**config.mk**
```make
export PLATFORM = sky130hd
export DESIGN_NAME = thermal_mon
export DESIGN_NICKNAME = d
export VERILOG_FILES = /design/src/thermal_mon_pkg.sv /design/src/thermal_seq_if.sv /design/src/thermal_debounce.sv /design/src/thermal_seq.sv /design/src/thermal_mon.sv
export VERILOG_INCLUDE_DIRS = /design/src
export SDC_FILE = /design/constraint.sdc
export NUM_CORES = 1
export LEC_CHECK = 0
export ABC_AREA = 1
export BUFFER_PORTS_ARGS = -buffer_cell sky130_fd_sc_hd__buf_2
export CAP_MARGIN = 25
export CORE_MARGIN = 5
export CORE_UTILIZATION = 45
export DETAILED_ROUTE_END_ITERATION = 16
export PLACE_DENSITY = 0.71
export SLEW_MARGIN = 5
export SYNTH_ARGS = -nofsm -noshare
export SYNTH_HDL_FRONTEND = slang
export SYNTH_SLANG_ARGS = --single-unit
export TNS_END_PERCENT = 5
```
**constraint.sdc**
```tcl
create_clock -name ref_clk -period 4 [get_ports ref_clk]
set_input_delay 0.2 -clock ref_clk [delete_from_list [all_inputs] [get_ports ref_clk]]
set_output_delay 0.2 -clock ref_clk [all_outputs]
set_load 0.02 [all_outputs]
```
**src/thermal_mon_defines.svh**
```systemverilog
// constants for the die thermal threshold monitor
`ifndef THERMAL_MON_DEFINES_SVH
`define THERMAL_MON_DEFINES_SVH
// ==========================================
// timing
`define TM_CLK_NS 50
`define TM_DEBOUNCE_NS 10000
`define TM_WINDOW_NS 450000
`define TM_INTERVAL_NS 3000000
`define TM_DB_CYC ((`TM_DEBOUNCE_NS + `TM_CLK_NS - 1) / `TM_CLK_NS)
`define TM_WINDOW_CYC (`TM_WINDOW_NS / `TM_CLK_NS)
`define TM_INTERVAL_CYC (`TM_INTERVAL_NS / `TM_CLK_NS)
`define TM_CNT_W 16
// ==========================================
// channels: six warnings, then shutdown
`define TM_NWARN 6
`define TM_NCH 7
`define TM_SD_CH 6
`define TM_CH80 0
`define TM_CH95 1
`define TM_CH110 2
`define TM_CH125 3
`define TM_CH140 4
`define TM_CH155 5
// ==========================================
// register map
`define TM_OFF_CTRL 8'h00
`define TM_OFF_FLAG 8'h04
`define TM_OFF_MASK 8'h08
`define TM_OFF_STAT 8'h0C
`define TM_CTRL_EN 0
`define TM_CTRL_AON 1
`define TM_CTRL_RST 2'h3
`define TM_MASK_RST 7'h00
`define TM_STAT_PWR 8
`define TM_STAT_SD 9
`define TM_STAT_SAMP 10
`endif

```
**src/thermal_mon_pkg.sv**
```systemverilog
// types for the die thermal threshold monitor
package thermal_mon_pkg;
    typedef enum logic [1:0] {
        ST_OFF = 2'b00,
        ST_CONT = 2'b01,
        ST_WIN = 2'b10,
        ST_GAP = 2'b11
    } seq_state_t;
    typedef logic [6:0] chan_vec_t;
endpackage : thermal_mon_pkg

```
**src/thermal_seq_if.sv**
```systemverilog
// sensor power sequencer to core signals
`timescale 1ns/1ps
`default_nettype none
interface thermal_seq_if;
    logic power;
    logic sampling;
    modport seq (output power, output sampling);
    modport core (input power, input sampling);
endinterface : thermal_seq_if
`default_nettype wire

```
**src/thermal_debounce.sv**
```systemverilog
// one debounced threshold channel with falling hysteresis
`timescale 1ns/1ps
`default_nettype none
`include "thermal_mon_defines.svh"
module thermal_debounce #(
    parameter int DB_CYC = `TM_DB_CYC
) (
    input wire logic ref_clk,
    input wire logic rstn,
    input wire logic sample,
    input wire logic clear,
    input wire logic above_thr,
    input wire logic above_rel,
    output logic sense_r
);
    logic [`TM_CNT_W-1:0] cnt_r, cnt_nxt;
    logic sense_nxt;
    logic target;

    // ==========================================
    // debounce
    always_comb begin
        // once set, only the release comparator or clear can drop it
        target = sense_r ? above_rel : above_thr;
        sense_nxt = sense_r;
        cnt_nxt = '0;
        if (clear) begin
            sense_nxt = 1'b0;
        end else if (sample && (target != sense_r)) begin
            if (cnt_r == `TM_CNT_W'(DB_CYC - 1)) begin
                sense_nxt = target;
            end else begin
                cnt_nxt = cnt_r + `TM_CNT_W'(1);
            end
        end
    end

    always_ff @(posedge ref_clk or negedge rstn) begin
        if (!rstn) begin
            sense_r <= 1'b0;
            cnt_r <= '0;
        end else begin
            sense_r <= sense_nxt;
            cnt_r <= cnt_nxt;
        end
    end
endmodule : thermal_debounce
`default_nettype wire

```
**src/thermal_seq.sv**
```systemverilog
// sensor power sequencer: continuous or sampling bursts
`timescale 1ns/1ps
`default_nettype none
`include "thermal_mon_defines.svh"
module thermal_seq #(
    parameter int WINDOW_CYC = `TM_WINDOW_CYC,
    parameter int INTERVAL_CYC = `TM_INTERVAL_CYC
) (
    input wire logic ref_clk,
    input wire logic rstn,
    input wire logic enable,
    input wire logic always_on,
    input wire logic run_state,
    thermal_seq_if.seq sq
);
    thermal_mon_pkg::seq_state_t state_r, state_nxt;
    logic [`TM_CNT_W-1:0] cnt_r, cnt_nxt;
    logic power_r, power_nxt;
    logic cont;

    // ==========================================
    // state machine
    always_comb begin
        // standby ignores always-on
        cont = run_state && always_on;
        state_nxt = state_r;
        cnt_nxt = cnt_r + `TM_CNT_W'(1);
        unique case (state_r)
            thermal_mon_pkg::ST_OFF: begin
                cnt_nxt = '0;
                if (enable) begin
                    state_nxt = cont ? thermal_mon_pkg::ST_CONT : thermal_mon_pkg::ST_WIN;
                end
            end
            thermal_mon_pkg::ST_CONT: begin
                cnt_nxt = '0;
                if (!cont) begin
                    state_nxt = thermal_mon_pkg::ST_WIN;
                end
            end
            thermal_mon_pkg::ST_WIN: begin
                if (cont) begin
                    state_nxt = thermal_mon_pkg::ST_CONT;
                end else if (cnt_r == `TM_CNT_W'(WINDOW_CYC - 1)) begin
                    state_nxt = thermal_mon_pkg::ST_GAP;
                end
            end
            thermal_mon_pkg::ST_GAP: begin
                if (cont) begin
                    state_nxt = thermal_mon_pkg::ST_CONT;
                end else if (cnt_r == `TM_CNT_W'(INTERVAL_CYC - 1)) begin
                    state_nxt = thermal_mon_pkg::ST_WIN;
                    cnt_nxt = '0;
                end
            end
        endcase
        if (!enable) begin
            state_nxt = thermal_mon_pkg::ST_OFF;
        end
        power_nxt = (state_nxt == thermal_mon_pkg::ST_CONT) ||
                    (state_nxt == thermal_mon_pkg::ST_WIN);
    end

    always_ff @(posedge ref_clk or negedge rstn) begin
        if (!rstn) begin
            state_r <= thermal_mon_pkg::ST_OFF;
            cnt_r <= '0;
            power_r <= 1'b0;
        end else begin
            state_r <= state_nxt;
            cnt_r <= cnt_nxt;
            power_r <= power_nxt;
        end
    end

    assign sq.power = power_r;
    assign sq.sampling = (state_r == thermal_mon_pkg::ST_WIN) || (state_r == thermal_mon_pkg::ST_GAP);
endmodule : thermal_seq
`default_nettype wire

```
**src/thermal_mon.sv**
```systemverilog
// top of the die thermal threshold monitor with apb registers
//
// Implementation choices: the APB slave port and the address map.
`timescale 1ns/1ps
`default_nettype none
`include "thermal_mon_defines.svh"
// How it works
// - Only the centre-of-die comparators feed warnings and shutdown; no other sensor enters.
// - Six warning channels (80 to 155 degrees) each own a flag, a sense bit and a mask bit.
// - A sense bit rising sets that channel's interrupt flag.
// - A set warning sense bit drops only once the 5-degree-lower release comparator falls or the enable bit is cleared.
// - A debounced crossing of the shutdown threshold raises the shutdown output.
// - Shutdown stays raised until the shutdown release comparator has fallen or the enable bit is cleared.
// - Each comparison must stand for the debounce time before a sense bit changes.
// - With the enable bit clear the sensor is unpowered, with it set it is powered continuously or in sampling windows.
// - Run state with always-on set keeps the sensor powered without pause.
// - Run state with always-on clear powers the sensor in 450 us windows every 3.0 ms.
// - Standby uses sampling only, and only with the enable bit set.
// - Clearing always-on moves to sampling, setting it in run state returns to continuous power.
// - A set flag with its mask clear pulls the active-low host interrupt low.
module thermal_mon #(
    parameter int SAMPLE_WINDOW_CYC = `TM_WINDOW_CYC,
    parameter int SAMPLE_INTERVAL_CYC = `TM_INTERVAL_CYC
) (
    input wire logic ref_clk,
    input wire logic rstn,
    input wire logic run_state,
    input wire logic [5:0] warn_above_thr,
    input wire logic [5:0] warn_above_rel,
    input wire logic sd_above_thr,
    input wire logic sd_above_rel,
    input wire logic psel,
    input wire logic penable,
    input wire logic pwrite,
    input wire logic [7:0] paddr,
    input wire logic [31:0] pwdata,
    output logic [31:0] prdata,
    output logic pready,
    output logic pslverr,
    output logic host_irq_n,
    output logic thermal_shutdown,
    output logic sensor_power
);
    thermal_seq_if sq ();

    // ==========================================
    // state
    logic [1:0] ctrl_r, ctrl_nxt;
    thermal_mon_pkg::chan_vec_t flag_r, flag_nxt;
    thermal_mon_pkg::chan_vec_t mask_r, mask_nxt;
    thermal_mon_pkg::chan_vec_t sense_d_r;
    thermal_mon_pkg::chan_vec_t warn_sense_bit;
    thermal_mon_pkg::chan_vec_t sense_rise;
    thermal_mon_pkg::chan_vec_t above_thr;
    thermal_mon_pkg::chan_vec_t above_rel;
    logic [31:0] rdata_nxt;
    logic ready_nxt;
    logic err_nxt;
    logic irq_n_nxt;
    logic sd_nxt;
    logic pwr_nxt;
    logic take;
    logic monitor_enable;
    logic monitor_always_on;

    assign monitor_enable = ctrl_r[`TM_CTRL_EN];
    assign monitor_always_on = ctrl_r[`TM_CTRL_AON];
    // centre sensor only; the other sensors never reach this block
    assign above_thr = {sd_above_thr, warn_above_thr};
    assign above_rel = {sd_above_rel, warn_above_rel};

    // ==========================================
    // sequencer
    thermal_seq #(
        .WINDOW_CYC(SAMPLE_WINDOW_CYC),
        .INTERVAL_CYC(SAMPLE_INTERVAL_CYC)
    ) u_seq (
        .ref_clk(ref_clk),
        .rstn(rstn),
        .enable(monitor_enable),
        .always_on(monitor_always_on),
        .run_state(run_state),
        .sq(sq)
    );

    // ==========================================
    // debounced channels
    genvar gi;
    generate
        for (gi = 0; gi < `TM_NCH; gi++) begin : g_ch
            thermal_debounce #(
                .DB_CYC(`TM_DB_CYC)
            ) u_db (
                .ref_clk(ref_clk),
                .rstn(rstn),
                .sample(sq.power),
                .clear(!monitor_enable),
                .above_thr(above_thr[gi]),
                .above_rel(above_rel[gi]),
                .sense_r(warn_sense_bit[gi])
            );
        end
    endgenerate

    assign sense_rise = warn_sense_bit & ~sense_d_r;

    // ==========================================
    // per-threshold bit views
    // names only; the vectors above remain the storage
    logic warn80_irq_flag;
    logic warn80_sense;
    logic warn80_irq_mask;
    logic warn95_irq_flag;
    logic warn95_sense;
    logic warn95_irq_mask;
    logic warn110_irq_flag;
    logic warn110_sense;
    logic warn110_irq_mask;
    logic warn125_irq_flag;
    logic warn125_sense;
    logic warn125_irq_mask;
    logic warn140_irq_flag;
    logic warn140_sense;
    logic warn140_irq_mask;
    logic warn155_irq_flag;
    logic warn155_sense;
    logic warn155_irq_mask;
    assign warn80_irq_flag = flag_r[`TM_CH80];
    assign warn80_sense = warn_sense_bit[`TM_CH80];
    assign warn80_irq_mask = mask_r[`TM_CH80];
    assign warn95_irq_flag = flag_r[`TM_CH95];
    assign warn95_sense = warn_sense_bit[`TM_CH95];
    assign warn95_irq_mask = mask_r[`TM_CH95];
    assign warn110_irq_flag = flag_r[`TM_CH110];
    assign warn110_sense = warn_sense_bit[`TM_CH110];
    assign warn110_irq_mask = mask_r[`TM_CH110];
    assign warn125_irq_flag = flag_r[`TM_CH125];
    assign warn125_sense = warn_sense_bit[`TM_CH125];
    assign warn125_irq_mask = mask_r[`TM_CH125];
    assign warn140_irq_flag = flag_r[`TM_CH140];
    assign warn140_sense = warn_sense_bit[`TM_CH140];
    assign warn140_irq_mask = mask_r[`TM_CH140];
    assign warn155_irq_flag = flag_r[`TM_CH155];
    assign warn155_sense = warn_sense_bit[`TM_CH155];
    assign warn155_irq_mask = mask_r[`TM_CH155];

    // ==========================================
    // registers and apb
    always_comb begin
        ctrl_nxt = ctrl_r;
        flag_nxt = flag_r;
        mask_nxt = mask_r;
        rdata_nxt = 32'h0000_0000;
        err_nxt = 1'b0;
        // one wait state: pready rises in the second access cycle
        ready_nxt = psel && penable && !pready;
        take = psel && penable && pready;
        if (ready_nxt) begin
            unique case (paddr)
                `TM_OFF_CTRL: rdata_nxt[1:0] = ctrl_r;
                `TM_OFF_FLAG: begin
                    rdata_nxt[`TM_CH80] = warn80_irq_flag;
                    rdata_nxt[`TM_CH95] = warn95_irq_flag;
                    rdata_nxt[`TM_CH110] = warn110_irq_flag;
                    rdata_nxt[`TM_CH125] = warn125_irq_flag;
                    rdata_nxt[`TM_CH140] = warn140_irq_flag;
                    rdata_nxt[`TM_CH155] = warn155_irq_flag;
                    rdata_nxt[`TM_SD_CH] = flag_r[`TM_SD_CH];
                end
                `TM_OFF_MASK: begin
                    rdata_nxt[`TM_CH80] = warn80_irq_mask;
                    rdata_nxt[`TM_CH95] = warn95_irq_mask;
                    rdata_nxt[`TM_CH110] = warn110_irq_mask;
                    rdata_nxt[`TM_CH125] = warn125_irq_mask;
                    rdata_nxt[`TM_CH140] = warn140_irq_mask;
                    rdata_nxt[`TM_CH155] = warn155_irq_mask;
                    rdata_nxt[`TM_SD_CH] = mask_r[`TM_SD_CH];
                end
                `TM_OFF_STAT: begin
                    rdata_nxt[`TM_CH80] = warn80_sense;
                    rdata_nxt[`TM_CH95] = warn95_sense;
                    rdata_nxt[`TM_CH110] = warn110_sense;
                    rdata_nxt[`TM_CH125] = warn125_sense;
                    rdata_nxt[`TM_CH140] = warn140_sense;
                    rdata_nxt[`TM_CH155] = warn155_sense;
                    rdata_nxt[`TM_SD_CH] = warn_sense_bit[`TM_SD_CH];
                    rdata_nxt[`TM_STAT_PWR] = sq.power;
                    rdata_nxt[`TM_STAT_SD] = thermal_shutdown;
                    rdata_nxt[`TM_STAT_SAMP] = sq.sampling;
                end
                default: err_nxt = 1'b1;
            endcase
        end
        if (take && pwrite) begin
            unique case (paddr)
                `TM_OFF_CTRL: ctrl_nxt = pwdata[1:0];
                `TM_OFF_FLAG: flag_nxt = flag_r & ~pwdata[`TM_NCH-1:0];
                `TM_OFF_MASK: mask_nxt = pwdata[`TM_NCH-1:0];
                default: ctrl_nxt = ctrl_r;
            endcase
        end
        // a rise in the clearing cycle still lands
        flag_nxt = flag_nxt | sense_rise;
        irq_n_nxt = ~|(flag_nxt & ~mask_nxt);
        sd_nxt = warn_sense_bit[`TM_SD_CH];
        pwr_nxt = sq.power;
    end

    always_ff @(posedge ref_clk or negedge rstn) begin
        if (!rstn) begin
            ctrl_r <= `TM_CTRL_RST;
            flag_r <= '0;
            mask_r <= `TM_MASK_RST;
            sense_d_r <= '0;
            prdata <= 32'h0000_0000;
            pready <= 1'b0;
            pslverr <= 1'b0;
            host_irq_n <= 1'b1;
            thermal_shutdown <= 1'b0;
            sensor_power <= 1'b0;
        end else begin
            ctrl_r <= ctrl_nxt;
            flag_r <= flag_nxt;
            mask_r <= mask_nxt;
            sense_d_r <= warn_sense_bit;
            prdata <= rdata_nxt;
            pready <= ready_nxt;
            pslverr <= err_nxt;
            host_irq_n <= irq_n_nxt;
            thermal_shutdown <= sd_nxt;
            sensor_power <= pwr_nxt;
        end
    end
endmodule : thermal_mon
`default_nettype wire

```
==> run summary <==
The run finished with clean final reports. The leakage power summed over all cells was 4.34 nW. The fraction of final layout cells sized beyond drive strength 1 is 0.128, and the fraction of synthesized cell area taken by the top area cell type is 0.483. CTS saw 175 sinks. The dominant delay contributor by cell family on the critical path was flip-flops. The remaining number of nets flagged by the antenna check after routing was 0. The run gives 2.17 ns as the worst reg-to-reg setup slack. The share of the yosys chip area belonging to registers was 0.492; the residual DRC count was 0.

The critical path required time came out at 4.36 ns. Along the worst path, the maximum fanout reaches 17. The longest clock path from root to sink contains 2 buffers. The iteration count of the initial detailed-routing pass came out at 5. The combined area of the multi-input logic cells is 3670 sq um.

The first global-routing pass estimated 31200 microns of wire. The detailed placer's ending HPWL is 13400 microns, and the total power divided by cell area is 354 nW/um^2. In this run the clock root is driven by a sky130_fd_sc_hd__clkbuf_16. The count of filler cells inserted in the layout is 1812, and the worst path buffer plus inverter count is 1. Input and output buffers added on the ports amount to 49. The relative slew slack was 0.515. The startpoint-to-endpoint class of the critical path is register to register. From synthesis to final layout, the design area changed by 12.3%. The tools report the core region area as 19500 sq um. Static timing analysis puts the maximum clock frequency at 546 MHz. Counting distinct cell types in the post-synthesis netlist gives 42. The via count of the first global-routing pass came out at 6780. The wire length after detailed routing came out at 18700 microns. Clock skew on the completed layout was measured at 0.0108 ns. The path class of the tightest hold or removal check is input pin to register. The weighted congestion reported at the end of routability-driven placement is 0.871. The routed length on met1 was 8670 microns; the setup TNS was 0 ns. The post-synthesis average cell area is 8.07 sq um, and the post-CTS clock slew at the launch and capture registers of the worst setup and hold paths is 0.06 ns. The H-tree generated during clock tree synthesis spans 4 levels. The portion of the clock cycle consumed by the worst path in the final layout came out at 0.458.

The initial antenna violation count came out at 2. Flip-flop and latch count after synthesis: 175. The final-stage net count was 1239; the amount of wire on met2 after detailed routing was 8920 microns. In this run the top signal layer used is met4.

The synthesized netlist occupies a cell area of 8910 sq um. The worst hold margin was 0.0196 ns. Data arrives at the worst endpoint at 2.19 ns.

Max-cap violations in this run came to 0. The die height is 151 microns. The clock reaches the later pin of the worst-skew pair after 0.43 ns. The number of instances in the synthesized netlist was 1105. The tools report the number of slew-limit violations in the final report as 0.

For the pin with the worst max-slew slack, the measured transition is 0.728 ns. For the number of buffers created by CTS, the log shows 17. The most numerous cell type found on the critical path is sky130_fd_sc_hd__nor2_1.

Setup repair after global routing left no endpoint under its margin. The via-per-instance ratio came out at 4.96. The worst hold path passes through 3 cells. Across the whole layout, storage elements account for 4380 sq um. The largest total area in the synthesized netlist belongs to sky130_fd_sc_hd__dfrtp_1. VDD sags by at most 0.275 mV. Number of cells on the worst reg-to-reg path: 4.

STA classifies the critical path endpoint as a register. The logs give 730 microns for the routed length on met3 and 0 for the Yosys warning count. The initial cell density of the core is 0.458. By area the synthesized netlist is led by sky130_fd_sc_hd__dfrtp_1, sky130_fd_sc_hd__nand2_1, sky130_fd_sc_hd__inv_1. The worst-path cell with the longest stage delay is sky130_fd_sc_hd__dfstp_2. The total number of vias came out at 7200. The signal on the critical path passes through clkinv_1 > o21ai_0 > nor2_1 > nor2_1. Final hold violation count: 0. After floorplanning, the core was divided into 51 placement rows.

In this run, the number of DRC markers left after iteration 0 of detailed routing was 332. The run gives 22700 sq um as the total die area. The I/O pin count is 97. The tools report the global-route total usage across every layer as 0.172. The worst setup path is launched from a register. TritonCTS built the clock tree. Die boundary width: 151 microns.

In the layout the commonest cells are sky130_fd_sc_hd__nand2_1, sky130_fd_sc_hd__inv_1, sky130_fd_sc_hd__dfrtp_1. The most common cell after layout, fill and taps aside is sky130_fd_sc_hd__nand2_1. The critical path runs through a total of 4 cells. The final routed wire length divided by cell count was 12.9 microns. Global routing finished with a remaining overflow of 0. Minimum clock period: 1.83 ns. Entering global routing, the biggest net connects 80 pins.

The largest single stage delay on the critical path is 0.80 ns. Setup violations remaining at the end of the flow were counted as 0.
==> cells in the mapped netlist, drive strengths merged <==
cell / n
o21ai: 69
nor3b: 7
o22ai: 1
a211oi: 8
dfstp: 3
conb: 1
clkinv: 2
a31oi: 4
nor3: 42
xnor2: 1
nor4: 9
a22oi: 2
o221ai: 3
inv: 192
or2: 5
o211ai: 6
nand3b: 4
a21oi: 73
nand2: 206
nand4: 31
and3: 11
clkbuf: 1
xor2: 4
o21a: 3
nor2: 149
dfrtp: 172
ha: 8
nand3: 61
buf: 27
==> worst min-delay path: stages <==
cell and delay [ns]:
sky130_fd_sc_hd__buf_2 0.11, sky130_fd_sc_hd__inv_1 0.06, sky130_fd_sc_hd__o21ai_0 0.08
==> worst paths after layout <==
kind	startpoint	to
setup / recovery	ctrl_r[0]	prdata[0]
hold / removal	pwdata[0]	ctrl_r[0]
setup reg to reg	ctrl_r[0]	prdata[0]
hold reg to reg	sense_d_r[5]	flag_r[5]
max in group asynchronous	rstn	g_ch[1].u_db.cnt_r[10]
min in group asynchronous	rstn	u_seq.cnt_r[2]
==> cell families after synthesis <==
| family | count (synthesis) | synth area share |
|---|---|---|
| other | 1 | 0.000421 |
| buffers and inverters | 222 | 0.106 |
| flip-flops | 175 | 0.492 |
| XOR/XNOR | 5 | 0.00491 |
| AND/OR/NAND/NOR | 525 | 0.284 |
| adder cells (fa/ha/maj) | 8 | 0.0112 |
| AO/OA/AOI/OAI | 169 | 0.103 |
==> sequential cells by signal, summed over array words and instances (netlist names) <==
name,flops
prdata,10
ctrl_r,2
u_seq.state_r,2
flag_r,7
sense_d_r,7
g_ch.u_db.sense_r,7
pready,1
sensor_power,1
host_irq_n,1
g_ch.u_db.cnt_r,112
u_seq.sq.power,1
mask_r,7
u_seq.cnt_r,16
pslverr,1
==> per-stage QoR <==
stage                     power (mW)  cell area (sq um)  utilization  setup WS (ns)  std cells
after floorplan                 1.86               8990            -           2.54       1126
after global placement          1.91               9390        0.482           2.20       1415
after detailed placement        1.91               9390        0.482           2.22       1415
after CTS                       3.59              10000        0.514           2.19       1449
after global routing            3.68              10000        0.515           2.03       1451
final                           3.55              10000        0.515           2.17       1451
==> layout make-up <==
| type | count | area share |
|---|---|---|
| well taps | 265 | 0.0331 |
| repair buffers | 54 | 0.0294 |
| inverters | 194 | 0.0727 |
| flip-flops and latches | 175 | 0.438 |
| clock inverters | 9 | 0.0105 |
| clock buffers | 23 | 0.0497 |
| multi-input cells | 729 | 0.366 |
| diodes | 2 | 0.000500 |
==> power breakdown <==
| part | total (mW) | internal [mW] | switching, mW |
|---|---|---|---|
| logic | 0.0982 | 0.0217 | 0.0765 |
| clock network | 1.67 | 1.00 | 0.672 |
| registers | 1.77 | 1.77 | 0.00174 |
==> what timing repair did <==
| item | in CTS | in global routing |
|---|---|---|
| resized for setup | 0 | 0 |
| endpoints found under the setup margin | 0 | 0 |
| setup buffers | 0 | 0 |
| hold buffers | 2 | 0 |
| hold endpoints to repair | 76 | 0 |
==> routing by layer <==
metal | vias up | global-route usage
met5 | - | 0
met4 | 0 | 0.0503
met3 | 29 | 0.0421
met2 | 122 | 0.282
met1 | 3378 | 0.227
li1 | 3671 | -
Power figures use the tool's default switching activity.
